File: src/rtl/tcc_pkg.sv
// Constants and types for the timer capture and compare unit
package tcc_pkg;

    // Machine-cycle states, one system clock each
    typedef enum logic [2:0] {TCC_S1, TCC_S2, TCC_S3, TCC_S4, TCC_S5, TCC_S6} tcc_state_t;

    // Special function register addresses
    localparam logic [7:0] TCC_ADDR_IRQ_FLAGS = 8'hc8;
    localparam logic [7:0] TCC_ADDR_TIMER_CONTROL = 8'hea;
    localparam logic [7:0] TCC_ADDR_EDGE_SELECT = 8'heb;
    localparam logic [7:0] TCC_ADDR_SET_ENABLE = 8'hee;
    localparam logic [7:0] TCC_ADDR_RESET_TOGGLE = 8'hef;
    localparam logic [7:0] TCC_ADDR_PRIORITY = 8'hf8;
    localparam logic [7:0] TCC_ADDR_PORT4 = 8'hc0;
    // Capture registers, low byte at base + 2n, high byte at base + 2n + 1
    localparam logic [7:0] TCC_ADDR_CAPTURE_BASE = 8'ha0;
    // Compare registers set, reset, toggle, low byte at base + 2n
    localparam logic [7:0] TCC_ADDR_COMPARE_BASE = 8'hb0;

    // Values after reset
    localparam logic [7:0] TCC_RST_IRQ_FLAGS = 8'h00;
    localparam logic [7:0] TCC_RST_TIMER_CONTROL = 8'h00;
    localparam logic [7:0] TCC_RST_EDGE_SELECT = 8'h00;
    localparam logic [5:0] TCC_RST_SET_ENABLE = 6'h00;
    localparam logic [1:0] TCC_RST_TOGGLE_FF = 2'h3;
    localparam logic [7:0] TCC_RST_RESET_TOGGLE = 8'h00;
    localparam logic [7:0] TCC_RST_PRIORITY = 8'h00;
    localparam logic [7:0] TCC_RST_PORT4 = 8'h00;
    localparam logic [15:0] TCC_RST_COMPARE = 16'h0000;
    localparam logic [15:0] TCC_RST_CAPTURE = 16'h0000;

    // Field positions
    localparam int TCC_BIT_BYTE_OVF = 4;
    localparam int TCC_BIT_WORD_OVF = 7;
    localparam int TCC_BIT_CMP_FLAG0 = 4;
    localparam int TCC_BIT_TOGGLE_LO = 6;
    localparam int TCC_NUM_SET_RESET_BITS = 6;

endpackage

File: src/rtl/tcc_top.sv
// Capture and compare logic beside a free-running 16-bit timer
`timescale 1ns/1ns

module tcc_top
    import tcc_pkg::*;
(
    input wire logic clk_sys_i,
    input wire logic arst_n_i,
    input wire logic [15:0] timer_value_i,
    input wire logic timer_inc_i,
    input wire logic word_ovf_i,
    input wire logic byte_ovf_i,
    input wire logic [3:0] capture_input_i,
    input wire logic [7:0] sfr_addr_i,
    input wire logic sfr_wr_i,
    input wire logic sfr_rd_i,
    input wire logic [7:0] sfr_wdata_i,
    output logic [7:0] sfr_rdata_o,
    output logic [7:0] port4_pin_o,
    output logic [7:0] timer_irq_flags_o,
    output logic byte_overflow_flag_o,
    output logic [7:0] timer_irq_priority_o,
    output logic [7:0] timer_control_o,
    output logic [2:0] machine_state_o
);

    tcc_state_t state;
    logic [7:0] capture_edge_select;
    logic [5:0] compare_set_enable;
    logic [1:0] toggle_ff;
    logic [7:0] compare_reset_toggle_enable;
    logic [7:0] timer_irq_priority;
    logic [7:0] timer_control;
    logic [7:0] timer_irq_flags;
    logic [7:0] port4_latch;
    logic [15:0] compare_reg_set;
    logic [15:0] compare_reg_reset;
    logic [15:0] compare_reg_toggle;
    logic [15:0] capture_reg [4];
    logic [3:0] input_sample;
    logic [3:0] input_prev;
    logic [3:0] capture_pending;
    logic [2:0] match_now;
    logic [2:0] match_prev;
    logic word_ovf_pending;
    logic byte_ovf_pending;
    logic [3:0] edge_hit;
    logic [2:0] match_hit;
    logic end_of_cycle;
    logic wr_edge_select;
    logic wr_set_enable;
    logic wr_reset_toggle;
    logic wr_priority;
    logic wr_timer_control;
    logic wr_irq_flags;
    logic wr_port4;
    logic [7:0] next_port4_latch;
    logic [1:0] next_toggle_ff;
    logic [7:0] next_irq_flags;
    logic [7:0] flag_set;
    logic [7:0] read_mux;

    assign end_of_cycle = (state == TCC_S6);

    // Machine-cycle sequencer, six states of one clock each
    always_ff @(posedge clk_sys_i or negedge arst_n_i)
    begin
        if (!arst_n_i)
        begin
            state <= TCC_S1;
        end
        else
        begin
            case (state)
                TCC_S1: state <= TCC_S2;
                TCC_S2: state <= TCC_S3;
                TCC_S3: state <= TCC_S4;
                TCC_S4: state <= TCC_S5;
                TCC_S5: state <= TCC_S6;
                default: state <= TCC_S1;
            endcase
        end
    end

    // Register write decode
    always_comb
    begin
        wr_edge_select = 1'b0;
        wr_set_enable = 1'b0;
        wr_reset_toggle = 1'b0;
        wr_priority = 1'b0;
        wr_timer_control = 1'b0;
        wr_irq_flags = 1'b0;
        wr_port4 = 1'b0;
        if (sfr_addr_i == TCC_ADDR_EDGE_SELECT)
        begin
            wr_edge_select = sfr_wr_i;
        end
        else if (sfr_addr_i == TCC_ADDR_SET_ENABLE)
        begin
            wr_set_enable = sfr_wr_i;
        end
        else if (sfr_addr_i == TCC_ADDR_RESET_TOGGLE)
        begin
            wr_reset_toggle = sfr_wr_i;
        end
        else if (sfr_addr_i == TCC_ADDR_PRIORITY)
        begin
            wr_priority = sfr_wr_i;
        end
        else if (sfr_addr_i == TCC_ADDR_TIMER_CONTROL)
        begin
            wr_timer_control = sfr_wr_i;
        end
        else if (sfr_addr_i == TCC_ADDR_IRQ_FLAGS)
        begin
            wr_irq_flags = sfr_wr_i;
        end
        else if (sfr_addr_i == TCC_ADDR_PORT4)
        begin
            wr_port4 = sfr_wr_i;
        end
    end

    // Plain control registers
    always_ff @(posedge clk_sys_i or negedge arst_n_i)
    begin
        if (!arst_n_i)
        begin
            capture_edge_select <= TCC_RST_EDGE_SELECT;
            compare_set_enable <= TCC_RST_SET_ENABLE;
            compare_reset_toggle_enable <= TCC_RST_RESET_TOGGLE;
            timer_irq_priority <= TCC_RST_PRIORITY;
        end
        else
        begin
            if (wr_edge_select)
            begin
                capture_edge_select <= sfr_wdata_i;
            end
            if (wr_set_enable)
            begin
                // Bits 6 and 7 are the read-only toggle flip-flops
                compare_set_enable <= sfr_wdata_i[5:0];
            end
            if (wr_reset_toggle)
            begin
                compare_reset_toggle_enable <= sfr_wdata_i;
            end
            if (wr_priority)
            begin
                timer_irq_priority <= sfr_wdata_i;
            end
        end
    end

    // Compare registers, written a byte at a time
    always_ff @(posedge clk_sys_i or negedge arst_n_i)
    begin
        if (!arst_n_i)
        begin
            compare_reg_set <= TCC_RST_COMPARE;
            compare_reg_reset <= TCC_RST_COMPARE;
            compare_reg_toggle <= TCC_RST_COMPARE;
        end
        else if (sfr_wr_i)
        begin
            if (sfr_addr_i == TCC_ADDR_COMPARE_BASE)
            begin
                compare_reg_set[7:0] <= sfr_wdata_i;
            end
            else if (sfr_addr_i == TCC_ADDR_COMPARE_BASE + 8'h01)
            begin
                compare_reg_set[15:8] <= sfr_wdata_i;
            end
            else if (sfr_addr_i == TCC_ADDR_COMPARE_BASE + 8'h02)
            begin
                compare_reg_reset[7:0] <= sfr_wdata_i;
            end
            else if (sfr_addr_i == TCC_ADDR_COMPARE_BASE + 8'h03)
            begin
                compare_reg_reset[15:8] <= sfr_wdata_i;
            end
            else if (sfr_addr_i == TCC_ADDR_COMPARE_BASE + 8'h04)
            begin
                compare_reg_toggle[7:0] <= sfr_wdata_i;
            end
            else if (sfr_addr_i == TCC_ADDR_COMPARE_BASE + 8'h05)
            begin
                compare_reg_toggle[15:8] <= sfr_wdata_i;
            end
        end
    end

    // Capture inputs are looked at only in S1, so pulses shorter than a cycle may be missed
    always_ff @(posedge clk_sys_i or negedge arst_n_i)
    begin
        if (!arst_n_i)
        begin
            input_sample <= 4'h0;
            input_prev <= 4'h0;
        end
        else if (state == TCC_S1)
        begin
            input_sample <= capture_input_i;
            input_prev <= input_sample;
        end
    end

    genvar ch;
    generate
        for (ch = 0; ch < 4; ch++)
        begin : g_capture
            // Edge seen between the last two S1 samples, judged once in S2
            assign edge_hit[ch] = (state == TCC_S2) && (
                (capture_edge_select[2*ch] && input_sample[ch] && !input_prev[ch]) ||
                (capture_edge_select[2*ch+1] && !input_sample[ch] && input_prev[ch])
            );

            always_ff @(posedge clk_sys_i or negedge arst_n_i)
            begin
                if (!arst_n_i)
                begin
                    capture_pending[ch] <= 1'b0;
                    capture_reg[ch] <= TCC_RST_CAPTURE;
                end
                else if (edge_hit[ch])
                begin
                    capture_pending[ch] <= 1'b1;
                end
                else if (end_of_cycle && capture_pending[ch])
                begin
                    capture_pending[ch] <= 1'b0;
                    capture_reg[ch] <= timer_value_i;
                end
            end
        end
    endgenerate

    // Match against the timer value just after each increment
    assign match_hit[0] = timer_inc_i && (timer_value_i == compare_reg_set);
    assign match_hit[1] = timer_inc_i && (timer_value_i == compare_reg_reset);
    assign match_hit[2] = timer_inc_i && (timer_value_i == compare_reg_toggle);

    // Matches of this cycle move to the following cycle, where their effects land
    always_ff @(posedge clk_sys_i or negedge arst_n_i)
    begin
        if (!arst_n_i)
        begin
            match_now <= 3'h0;
            match_prev <= 3'h0;
            word_ovf_pending <= 1'b0;
            byte_ovf_pending <= 1'b0;
        end
        else if (end_of_cycle)
        begin
            match_now <= 3'h0;
            match_prev <= match_now | match_hit;
            word_ovf_pending <= 1'b0;
            byte_ovf_pending <= 1'b0;
        end
        else
        begin
            match_now <= match_now | match_hit;
            word_ovf_pending <= word_ovf_pending | word_ovf_i;
            byte_ovf_pending <= byte_ovf_pending | byte_ovf_i;
        end
    end

    // Port latch and toggle memory; hardware changes applied at the end of S4
    always_comb
    begin
        next_port4_latch = port4_latch;
        next_toggle_ff = toggle_ff;
        if (wr_port4)
        begin
            next_port4_latch = sfr_wdata_i;
        end
        if (state == TCC_S4)
        begin
            if (match_prev[0])
            begin
                next_port4_latch[5:0] = next_port4_latch[5:0] | compare_set_enable;
            end
            if (match_prev[1])
            begin
                // Applied after the set so a clash ends in reset
                next_port4_latch[5:0] = next_port4_latch[5:0] &
                    ~compare_reset_toggle_enable[5:0];
            end
            if (match_prev[2])
            begin
                for (int b = 0; b < 2; b++)
                begin
                    if (compare_reset_toggle_enable[TCC_BIT_TOGGLE_LO + b])
                    begin
                        next_port4_latch[TCC_BIT_TOGGLE_LO + b] = toggle_ff[b];
                        next_toggle_ff[b] = ~toggle_ff[b];
                    end
                end
            end
        end
    end

    always_ff @(posedge clk_sys_i or negedge arst_n_i)
    begin
        if (!arst_n_i)
        begin
            port4_latch <= TCC_RST_PORT4;
            toggle_ff <= TCC_RST_TOGGLE_FF;
        end
        else
        begin
            port4_latch <= next_port4_latch;
            toggle_ff <= next_toggle_ff;
        end
    end

    // Pin follows a match in S5 and a software write in the next S1
    always_ff @(posedge clk_sys_i or negedge arst_n_i)
    begin
        if (!arst_n_i)
        begin
            port4_pin_o <= TCC_RST_PORT4;
        end
        else if (state == TCC_S4 && match_prev != 3'h0)
        begin
            port4_pin_o <= next_port4_latch;
        end
        else if (end_of_cycle)
        begin
            port4_pin_o <= next_port4_latch;
        end
    end

    // Flag set events, each timed to its state
    always_comb
    begin
        flag_set = 8'h00;
        if (state == TCC_S4)
        begin
            flag_set[1:0] = capture_pending[1:0];
        end
        if (end_of_cycle)
        begin
            flag_set[3:2] = capture_pending[3:2];
            flag_set[TCC_BIT_CMP_FLAG0 +: 3] = match_prev;
            flag_set[TCC_BIT_WORD_OVF] = word_ovf_pending | word_ovf_i;
        end
        // A set in the same cycle as a software clear wins
        next_irq_flags = (wr_irq_flags ? sfr_wdata_i : timer_irq_flags) | flag_set;
    end

    always_ff @(posedge clk_sys_i or negedge arst_n_i)
    begin
        if (!arst_n_i)
        begin
            timer_irq_flags <= TCC_RST_IRQ_FLAGS;
            timer_control <= TCC_RST_TIMER_CONTROL;
        end
        else
        begin
            timer_irq_flags <= next_irq_flags;
            if (wr_timer_control)
            begin
                timer_control <= sfr_wdata_i;
            end
            if (end_of_cycle && (byte_ovf_pending || byte_ovf_i))
            begin
                timer_control[TCC_BIT_BYTE_OVF] <= 1'b1;
            end
        end
    end

    // Read mux; unmapped addresses read zero
    always_comb
    begin
        read_mux = 8'h00;
        if (sfr_addr_i == TCC_ADDR_EDGE_SELECT)
        begin
            read_mux = capture_edge_select;
        end
        else if (sfr_addr_i == TCC_ADDR_SET_ENABLE)
        begin
            read_mux = {toggle_ff[1], toggle_ff[0], compare_set_enable};
        end
        else if (sfr_addr_i == TCC_ADDR_RESET_TOGGLE)
        begin
            read_mux = compare_reset_toggle_enable;
        end
        else if (sfr_addr_i == TCC_ADDR_PRIORITY)
        begin
            read_mux = timer_irq_priority;
        end
        else if (sfr_addr_i == TCC_ADDR_TIMER_CONTROL)
        begin
            read_mux = timer_control;
        end
        else if (sfr_addr_i == TCC_ADDR_IRQ_FLAGS)
        begin
            read_mux = timer_irq_flags;
        end
        else if (sfr_addr_i == TCC_ADDR_PORT4)
        begin
            read_mux = port4_latch;
        end
        else if (sfr_addr_i[7:3] == TCC_ADDR_CAPTURE_BASE[7:3])
        begin
            read_mux = sfr_addr_i[0] ? capture_reg[sfr_addr_i[2:1]][15:8] :
                capture_reg[sfr_addr_i[2:1]][7:0];
        end
        else if (sfr_addr_i == TCC_ADDR_COMPARE_BASE)
        begin
            read_mux = compare_reg_set[7:0];
        end
        else if (sfr_addr_i == TCC_ADDR_COMPARE_BASE + 8'h01)
        begin
            read_mux = compare_reg_set[15:8];
        end
        else if (sfr_addr_i == TCC_ADDR_COMPARE_BASE + 8'h02)
        begin
            read_mux = compare_reg_reset[7:0];
        end
        else if (sfr_addr_i == TCC_ADDR_COMPARE_BASE + 8'h03)
        begin
            read_mux = compare_reg_reset[15:8];
        end
        else if (sfr_addr_i == TCC_ADDR_COMPARE_BASE + 8'h04)
        begin
            read_mux = compare_reg_toggle[7:0];
        end
        else if (sfr_addr_i == TCC_ADDR_COMPARE_BASE + 8'h05)
        begin
            read_mux = compare_reg_toggle[15:8];
        end
    end

    // Registered outputs
    always_ff @(posedge clk_sys_i or negedge arst_n_i)
    begin
        if (!arst_n_i)
        begin
            sfr_rdata_o <= 8'h00;
            timer_irq_flags_o <= TCC_RST_IRQ_FLAGS;
            byte_overflow_flag_o <= 1'b0;
            timer_irq_priority_o <= TCC_RST_PRIORITY;
            timer_control_o <= TCC_RST_TIMER_CONTROL;
            machine_state_o <= 3'h0;
        end
        else
        begin
            if (sfr_rd_i)
            begin
                sfr_rdata_o <= read_mux;
            end
            timer_irq_flags_o <= timer_irq_flags;
            byte_overflow_flag_o <= timer_control[TCC_BIT_BYTE_OVF];
            timer_irq_priority_o <= timer_irq_priority;
            timer_control_o <= timer_control;
            machine_state_o <= state;
        end
    end

endmodule // tcc_top

File: config.mk
export PLATFORM = sky130hd
export DESIGN_NAME = tcc_top
export DESIGN_NICKNAME = d
export VERILOG_FILES = /design/src/rtl/tcc_pkg.sv /design/src/rtl/tcc_top.sv
export SDC_FILE = /design/constraint.sdc
export NUM_CORES = 1
export LEC_CHECK = 0
export BUFFER_PORTS_ARGS = -buffer_cell sky130_fd_sc_hd__buf_2
export CORE_ASPECT_RATIO = 0.8
export CORE_MARGIN = 5
export CORE_UTILIZATION = 34
export CTS_CLUSTER_DIAMETER = 60
export DETAILED_ROUTE_END_ITERATION = 8
export GPL_TIMING_DRIVEN = 0
export HOLD_SLACK_MARGIN = 0.02
export PLACE_DENSITY = 0.47
export SKIP_CTS_REPAIR_TIMING = 1
export SLEW_MARGIN = 15
export SYNTH_ARGS = -nofsm -noshare
export SYNTH_HDL_FRONTEND = slang
export SYNTH_SLANG_ARGS = --single-unit
File: constraint.sdc
create_clock -name clk_sys_i -period 5.2 [get_ports clk_sys_i]
set_clock_uncertainty 0.15 [all_clocks]
set_input_delay 1.04 -clock clk_sys_i [delete_from_list [all_inputs] [get_ports clk_sys_i]]
set_output_delay 1.04 -clock clk_sys_i [all_outputs]
set_load 0.01 [all_outputs]
==> results of run 1 <==
## power groups by stage
stage	clock, mW	sequential, mW	combinational, mW
final	1.93	2.01	0.439
after detailed placement	0	2.04	0.441
after global placement	0	2.04	0.435
after floorplan	0	2.01	0.261
after CTS	1.99	2.01	0.443
after global routing	2.05	2.02	0.478
## placed cells by master (no fill, tap or decap), drive strengths merged, types with 8 or more instances in the layout
| cell type | instances |
|---|---|
| a22oi | 9 |
| nand4 | 12 |
| o22ai | 15 |
| xnor2 | 51 |
| buf | 103 |
| dfrtp | 232 |
| o21ai | 29 |
| nor2b | 11 |
| nor3 | 13 |
| a211oi | 14 |
| nand2b | 11 |
| mux4 | 10 |
| nor2 | 27 |
| nand3b | 9 |
| clkbuf | 69 |
| nor4 | 8 |
| nand2 | 55 |
| a21oi | 31 |
| mux2i | 31 |
| inv | 13 |
| mux2 | 178 |
## critical path, cell delays in order
cell      delay [ns]
buf_2           0.16
buf_6           0.20
clkbuf_1        0.63
nand2_1         0.41
o22ai_1         0.37
nor3_1          0.09
a211oi_1        0.42
o21ai_1         0.13
## layer usage
| layer | global-route usage | vias to the layer above |
|---|---|---|
| met3 | 0.04610 | 35 |
| met2 | 0.2715 | 246 |
| met5 | 0 | - |
| li1 | - | 3548 |
| met1 | 0.3194 | 4112 |
| met4 | 0.03810 | 0 |
## cells by family after synthesis
| group | count (synthesis) | share of synthesized area |
|---|---|---|
| flops | 234 | 0.5148 |
| buf+inv | 77 | 0.03387 |
| compound gates | 147 | 0.08940 |
| simple gates | 186 | 0.09908 |
| xor+xnor | 51 | 0.03926 |
| mux | 219 | 0.2236 |
## worst max-delay path by stage
stage / endpoint / slack [ns] / startpoint / cells past startpoint
after global routing: sfr_rdata_o[4]$_DFFE_PN0P_ / 2.00 / sfr_addr_i[2] / 8
final: sfr_rdata_o[4]$_DFFE_PN0P_ / 2.02 / sfr_addr_i[2] / 8
after detailed placement: sfr_rdata_o[1]$_DFFE_PN0P_ / 1.48 / sfr_addr_i[2] / 8
after CTS: sfr_rdata_o[4]$_DFFE_PN0P_ / 2.05 / sfr_addr_i[2] / 8
after floorplan: compare_reg_reset[0]$_DFFE_PN0P_ / 2.47 / sfr_addr_i[7] / 6
after global placement: port4_pin_o[5]$_DFFE_PN0P_ / -1.54 / arst_n_i / 1
## stage by stage
step | utilization | instances
floorplan | - | 914
global placement | 0.3738 | 1409
detailed placement | 0.3758 | 1411
CTS | 0.4032 | 1458
global route | 0.4033 | 1459
finish | 0.4033 | 1459
## final cells by class
class                   count  area, µm²  share of cell area
diodes                      1      2.502           0.0001893
multi-input cells         603       5135              0.3885
plain buffers              66      344.1             0.02603
repair buffers             70      405.4             0.03067
well taps                 427      534.3             0.04042
flip-flops and latches    234       5858              0.4432
clock buffers              36      769.5             0.05822
inverters                  11      41.29            0.003124
clock inverters            11      127.6            0.009655
==> flow_summary_export.csv, run 1 <==
group,metric,value,unit
sta,fin_ws,2.024,ns
clock_network,cts_buffers,27,
sta,timing.hold.ws,0.2436,ns
clock_network,insertion_delay,0.55,ns
detailed_routing,via_count,7941,
place,pre_cts_slack,1.479,ns
synth,yosys_register_bits,234,
worst_setup_path,r2r_cells,7,
grt,overflow,0,
finish,fill_cells,3231,
grt,grt_pass1_wl,55950,µm
place,port_buffers,68,
synth,syn_area,11380,µm²
die,num_rows,59,
synth,yosysMostFrequentCell,"dfrtp_1",
finish,layout-drive-gt1-share,0.3550,
finish,largest_reg_flops,64,
worst_setup_path,r2r-start,"state[2]$_DFF_PN0_",
synth,synth_top_area_frac,0.5102,
sta,relSlewSlack,0.2484,
sta,rsz0062_at_grt,"false",
worst_setup_path,end_kind,"flop",
synth,yosys-top-cells-area,"dfrtp_1 51%, mux2_2 17%, xnor2_1 3.9%, mux2i_1 2.7%, mux4_2 2.0%",
worst_setup_path,worstSetupStartpointType,"input pin",
synth,synth_area_leader_cell,"dfrtp_1",
worst_setup_path,r2r_setup_slack,2.87,ns
synth,syn_nets,957,
hold_path,min-delay-start,"timer_irq_priority[4]$_DFFE_PN0P_",
detailed_routing,met1Wirelength,19230,µm
status,status,"finished, final reports clean",
detailed_routing,route.detailed.drc,0,
worst_setup_path,path_class,"input pin to flop",
power_and_ir_drop,power_frac_comb,0.100,
finish,post-route-cell-area,13220,µm²
die,die_h,173.6,µm
hold_path,hold_class,"flop to flop",
detailed_routing,drt_iter0_markers,652,
grt,grt_antenna_before_repair,2,
sta,setup_tns,0,ns
clock_network,root_buffer,"clkbuf_16",
detailed_routing,routedWlPerCell,25.80,µm
die,dieArea,37250,µm²
power_and_ir_drop,clkPwrFrac,0.441,
synth,yosysUniqueCellTypes,71,
sta,clock.fmax,0.3148,GHz
job,drv_cap,0,
sta,slew_viol_final,0,
grt,grtUsageTotal,0.1988,
detailed_routing,highest_layer,"met4",
clock_network,cts.sinks,234,
sta,fin_crit,3.176,ns
finish,syn_to_final_growth,16.16,%
power_and_ir_drop,ir_drop,0.2198,mV
detailed_routing,ant_nets,0,
clock_network,clk_pin_slew,0.06,ns
synth,postSynthAreaPerCell,12.45,µm²
detailed_routing,wl_met3,2615,µm
die,core_area,32780,µm²
worst_setup_path,path_max_fanout,10,
detailed_routing,wl_met2,15190,µm
sta,worst_slew_pin_slew,1.099,ns
synth,ys_seq_area_frac,0.5148,
grt,grt_start_max_net_pins,98,
clock_network,cts_tree,"built",
detailed_routing,vias_per_cell,5.443,
sta,post-route-period-util,0.6109,
die,io_pins,87,
power_and_ir_drop,seqPwrFrac,0.459,
place,dp_hpwl,27710,µm
power_and_ir_drop,switching_power,1.117,mW
die,start_util,0.3472,
power_and_ir_drop,p_sw_frac,0.2553,
place,place_area,12320,µm²
detailed_routing,wirelength,37640,µm
synth,yosysWarnings,0,
sta,finalSetupViolations,0,
finish,finalNetCount,1056,
power_and_ir_drop,power_density,331.1,nW/µm²
grt,grt_pass1_vias,8064,
detailed_routing,first_pass_iters,5,
synth,synth_edf_count,0,
synth,syn_inst,914,
hold_path,hold_end,"timer_irq_priority_o[4]$_DFF_PN0_",
worst_setup_path,arrival,3.44,ns
power_and_ir_drop,finalPower,4.376,mW
worst_setup_path,r2r_end,"port4_pin_o[4]$_DFFE_PN0P_",
synth,ys.flop_type,"dfrtp_1",
hold_path,whs_path_depth,0,
power_and_ir_drop,power_leakage,5.811,nW
sta,final_hold_viol_count,0,
synth,synthTopCellsByCount,"232 x dfrtp_1, 175 x mux2_2, 51 x xnor2_1",
power_and_ir_drop,internal_power,3.259,mW
die,die_x,214.5,µm
synth,async_flop_share,1.000,
place,gp_congestion,0.9160,
clock_network,cts_max_path_buffers,3,
clock_network,cts_max_level,1,
worst_setup_path,required,5.46,ns
No activity file was read; power rests on OpenSTA's default activity.
==> run 2: changes to the inputs <==
PLACE_DENSITY = 0.49   (was 0.47)
clock period = 2.6 ns   (was 5.2 ns; I/O delays follow)
==> run 2 against run 1 <==
Effect of this change: core utilization decreased by 0.073 points; critical path depth stayed put; sequential share of layout area up 0.080 points; clock-buffer cell count up 3; via count increased by 0.18%; worst setup slack got worse by 1.8 ns; register-to-register slack lost 2.6 ns; sequential power grew 100%; first-iteration DRC count is 9.8% lower; flip-flop and latch count unchanged; clock power is 94% higher; non-clock buffer count did not move.
==> flow_summary_export.csv, run 2 (same netlist as run 1, synthesis figures left out) <==
group,metric,value,unit
sta,fin_crit,2.412,ns
sta,setup_tns,0,ns
place,place_area,12320,µm²
worst_setup_path,end_kind,"flop",
worst_setup_path,required,2.92,ns
sta,relSlewSlack,0.2208,
die,core_area,32780,µm²
power_and_ir_drop,power_frac_comb,0.102,
clock_network,cts_buffers,26,
finish,fill_cells,3197,
finish,syn_to_final_growth,15.96,%
power_and_ir_drop,switching_power,2.156,mW
die,start_util,0.3472,
finish,largest_reg_flops,64,
status,status,"finished, final reports clean",
sta,fin_ws,0.1880,ns
finish,layout.cells.non_filler,1458,
finish,seq_area,5858,µm²
finish,final_common_cell,"dfrtp_1",
detailed_routing,vias_per_cell,5.456,
sta,clock.fmax,0.4146,GHz
worst_setup_path,path_class,"input pin to flop",
die,dieArea,37250,µm²
clock_network,cts_max_path_buffers,3,
clock_network,cts_tree,"built",
worst_setup_path,cp_slowest_cell,"a2111oi_0",
sta,finalSetupViolations,0,
detailed_routing,via_count,7955,
finish,post-route-cell-area,13190,µm²
place,pre_cts_slack,-0.5881,ns
finish,antenna_cells,0,
power_and_ir_drop,p_sw_frac,0.2496,
die,num_rows,59,
grt,grt_use_met1,0.3161,
finish,mostFrequentLayoutCells,"232 x dfrtp_1, 175 x mux2_2, 86 x buf_2",
die,io_pins,87,
detailed_routing,first_pass_iters,6,
worst_setup_path,path_delay_family,"compound AO/OA/AOI/OAI gates",
place,dp.cells,1411,
clock_network,root_buffer,"clkbuf_16",
die,die_x,214.5,µm
clock_network,cts_max_level,1,
grt,grt_pass1_wl,55760,µm
power_and_ir_drop,power_leakage,5.799,nW
sta,worst_slew_pin_slew,1.139,ns
finish,postLayoutCoreUtil,0.4025,
grt,grtUsageTotal,0.1982,
power_and_ir_drop,seqPwrFrac,0.465,
finish,multiInputGateArea,5136,µm²
worst_setup_path,worstPathCellList,"buf_2, buf_6, buf_6, a21oi_1, a2111oi_0, a21oi_1, a211oi_1, a221o_1",
die,die_h,173.6,µm
worst_setup_path,max_stage_delay,0.98,ns
job,drv_cap,0,
clock_network,clk_pin_slew,0.07,ns
place,port_buffers,68,
grt,overflow,0,
sta,final_hold_viol_count,0,
grt,gr-max-usage-layer,"met1",
sta,slew_viol_final,0,
power_and_ir_drop,finalPower,8.638,mW
grt,grt_antenna_before_repair,0,
grt,grtUsageMet3,0.04435,
power_and_ir_drop,power_density,654.7,nW/µm²
worst_setup_path,path_max_fanout,19,
place,dp_hpwl,27810,µm
detailed_routing,drt_iter0_markers,588,
power_and_ir_drop,internal_power,6.482,mW
detailed_routing,wirelength,37540,µm
worst_setup_path,critPathBufInv,3,
sta,post-route-period-util,0.9277,
worst_setup_path,r2r_cells,7,
clock_network,cts.sinks,234,
sta,rsz0062_at_grt,"false",
detailed_routing,routedWlPerCell,25.74,µm
place,gp_congestion,0.9256,
worst_setup_path,worstSetupStartpointType,"input pin",
clock_network,insertion_delay,0.54,ns
hold_path,hold_class,"input pin to flop",
grt,grt_pass1_vias,7986,
power_and_ir_drop,ir_drop,0.3894,mV
hold_path,whs_path_depth,2,
worst_setup_path,cp.depth,8,
grt,grt_start_max_net_pins,97,
sta,timing.hold.ws,0.07198,ns
detailed_routing,route.detailed.drc,0,
grt,grtUsageMet2,0.2776,
worst_setup_path,arrival,2.74,ns
power_and_ir_drop,clkPwrFrac,0.433,
detailed_routing,ant_nets,0,
finish,layout-drive-gt1-share,0.3511,
finish,finalNetCount,1055,
-- run 2: final timing paths --
kind / from / end / slack, ns
setup / recovery: sfr_addr_i[2] / sfr_rdata_o[0]$_DFFE_PN0P_ / 0.19
max in group asynchronous: arst_n_i / toggle_ff[0]$_DFFE_PN1P_ / 1.09
setup reg to reg: state[2]$_DFF_PN0_ / port4_pin_o[4]$_DFFE_PN0P_ / 0.32
hold / removal: capture_input_i[3] / input_sample[3]$_DFFE_PN0P_ / 0.07
min in group asynchronous: arst_n_i / capture_reg[50]$_DFFE_PN0P_ / 0.36
hold reg to reg: timer_irq_priority[4]$_DFFE_PN0P_ / timer_irq_priority_o[4]$_DFF_PN0_ / 0.25
-- run 2: routing by layer --
layer,share of wire,wire (µm)
met1,0.51,19130
met2,0.41,15300
met3,0.067,2520
met4,0.015,579
met5,0,0
-- run 2: cell type report --
class / instances / share of cell area
inverters: 11 / 0.003129
multi-input cells: 603 / 0.3893
well taps: 427 / 0.04049
clock inverters: 8 / 0.007397
plain buffers: 65 / 0.02579
clock buffers: 39 / 0.05842
repair buffers: 71 / 0.03148
flip-flops and latches: 234 / 0.4440
-- run 2: power groups by stage --
stage / logic (mW) / clock network [mW] / registers, mW
floorplan: 0.521 / 0 / 4.03
global placement: 0.866 / 0 / 4.07
detailed placement: 0.883 / 0 / 4.07
CTS: 0.886 / 3.85 / 4.01
global route: 0.956 / 4.00 / 4.03
finish: 0.880 / 3.74 / 4.01
==> run 3: changes to the inputs <==
CORE_UTILIZATION = 38   (was 34)
PLACE_DENSITY = 0.54   (was 0.49)
==> run 3 against run 2 <==
Effect of this change: via count is 0.77% higher; critical path depth stayed put; hold slack worse by 0.0046 ns; sequential share of layout area hardly changed; clock-buffer cell count is 6 lower; non-clock buffer count stayed put; final cell count is 3.4% lower; flip-flop and latch count stayed put; largest power group unchanged; highest routed layer unchanged.
==> flow_summary_export.csv, run 3 (same netlist as run 1, synthesis figures left out) <==
group,metric,value,unit
sta,final_hold_viol_count,0,
power_and_ir_drop,power_density,668.5,nW/µm²
finish,antenna_cells,0,
worst_setup_path,r2r_cells,7,
sta,finalSetupViolations,0,
worst_setup_path,r2r_setup_slack,0.32,ns
place,gp_congestion,0.9559,
sta,slew_viol_final,0,
worst_setup_path,path_max_fanout,10,
grt,gr-max-usage-layer,"met1",
finish,finalNetCount,1055,
grt,grtUsageMet3,0.04574,
grt,grt_antenna_before_repair,2,
die,die_h,164.8,µm
worst_setup_path,required,2.85,ns
power_and_ir_drop,power_leakage,5.807,nW
worst_setup_path,worstSetupStartpointType,"input pin",
clock_network,cts_tree,"built",
worst_setup_path,max_stage_delay,0.48,ns
finish,layout-drive-gt1-share,0.3547,
hold_path,hold_class,"input pin to flop",
place,dp_hpwl,26230,µm
grt,grt_start_max_net_pins,96,
clock_network,insertion_delay,0.53,ns
finish,syn_to_final_growth,15.83,%
place,dp.cells,1361,
finish,mostFrequentLayoutCells,"232 x dfrtp_1, 175 x mux2_2, 86 x buf_2",
worst_setup_path,r2r_end,"port4_pin_o[2]$_DFFE_PN0P_",
worst_setup_path,r2r-start,"state[2]$_DFF_PN0_",
finish,postLayoutCoreUtil,0.4479,
sta,relSlewSlack,0.2648,
status,status,"finished, final reports clean",
die,dieArea,33520,µm²
job,drv_cap,0,
finish,post-route-cell-area,13180,µm²
place,place_area,12260,µm²
finish,seq_area,5858,µm²
sta,worst_slew_pin_slew,1.075,ns
die,core_area,29430,µm²
finish,fill_cells,2782,
worst_setup_path,worstPathCellList,"buf_4, buf_6, buf_6, mux2_2, o22ai_1, nor3_1, a211oi_1, o21ai_1",
grt,overflow,0,
detailed_routing,vias_per_cell,5.689,
clock_network,cts_buffers,26,
detailed_routing,route.detailed.drc,0,
worst_setup_path,path_common_cell,"buf_6",
finish,final_common_cell,"dfrtp_1",
finish,largest_reg_flops,64,
worst_setup_path,endpoint,"sfr_rdata_o[1]$_DFFE_PN0P_",
detailed_routing,first_pass_iters,5,
finish,layout.cells.non_filler,1409,
sta,fin_ws,0.1706,ns
detailed_routing,ant_nets,0,
sta,post-route-period-util,0.9344,
clock_network,cts_max_level,1,
place,port_buffers,68,
sta,setup_tns,0,ns
grt,grt_pass1_vias,8032,
clock_network,cts_max_path_buffers,3,
sta,fin_crit,2.429,ns
die,io_pins,87,
detailed_routing,drt_iter0_markers,691,
detailed_routing,wirelength,35780,µm
grt,grtUsageTotal,0.2120,
detailed_routing,via_count,8016,
worst_setup_path,path_class,"input pin to flop",
sta,rsz0062_at_grt,"false",
finish,multiInputGateArea,5135,µm²
die,start_util,0.3866,
clock_network,cts.sinks,234,
detailed_routing,routedWlPerCell,25.39,µm
worst_setup_path,startpoint,"sfr_addr_i[1]",
worst_setup_path,arrival,2.68,ns
die,die_x,203.5,µm
clock_network,root_buffer,"clkbuf_16",
grt,grtUsageMet2,0.3012,
sta,clock.fmax,0.4116,GHz
power_and_ir_drop,ir_drop,0.4234,mV
worst_setup_path,cp_slowest_cell,"o22ai_1",
place,pre_cts_slack,-0.5339,ns
die,num_rows,56,
grt,grt_pass1_wl,53210,µm
grt,grt_use_met1,0.3380,
clock_network,clk_pin_slew,0.07,ns
worst_setup_path,end_kind,"flop",
run 3: cell types whose count changed in the layout (fill, tap and decap cells not counted), sizes merged:
cell      change
clkbuf        -6
clkinv        +1
bufinv        +2
clkinvlp      +4
run 3: power breakdown:
part / internal (mW) / switching [mW]
Sequential: 3.86 / 0.156
Combinational: 0.380 / 0.492
Clock: 2.37 / 1.56
run 3: worst max-delay path: cells and delay by family:
kind	cells	cell delay, ns
mux	1	0.36
compound gates	3	1.03
buf+inv	3	0.65
simple gates	1	0.10
run 3: through the flow:
step | power (mW) | hold WS [ns]
2_1_floorplan | 4.548 | 0.07441
3_3_place_gp | 4.920 | 0.2350
3_5_place_dp | 4.945 | 0.2352
4_1_cts | 8.885 | -0.2697
5_1_grt | 9.124 | 0.05489
6_report | 8.810 | 0.06738
run 3: how the worst min path moves through the flow:
stage	from	end	slack (ns)	cells after the start
after global placement	timer_irq_priority[3]$_DFFE_PN0P_	timer_irq_priority_o[3]$_DFF_PN0_	0.24	0
final	capture_input_i[2]	input_sample[2]$_DFFE_PN0P_	0.07	2
after CTS	arst_n_i	capture_reg[63]$_DFFE_PN0P_	-0.27	1
after global routing	capture_input_i[0]	input_sample[0]$_DFFE_PN0P_	0.05	2
after floorplan	arst_n_i	byte_ovf_pending$_DFF_PN0_	0.07	0
after detailed placement	timer_irq_priority[3]$_DFFE_PN0P_	timer_irq_priority_o[3]$_DFF_PN0_	0.24	0
run 3: layer usage:
layer,vias to the layer above,share of wire
li1,3555,-
met1,4156,0.50
met2,275,0.41
met3,30,0.076
met4,0,0.013
met5,-,0
run 3: final cells by class:
cell class                      instances  area share
Sequential cell                       234      0.4445
Multi-Input combinational cell        603      0.3896
Buffer                                 65     0.02582
Inverter                               11    0.003133
Tap cell                              377     0.03579
Clock buffer                           33     0.05449
Clock inverter                         15     0.01519
Timing Repair Buffer                   71     0.03152
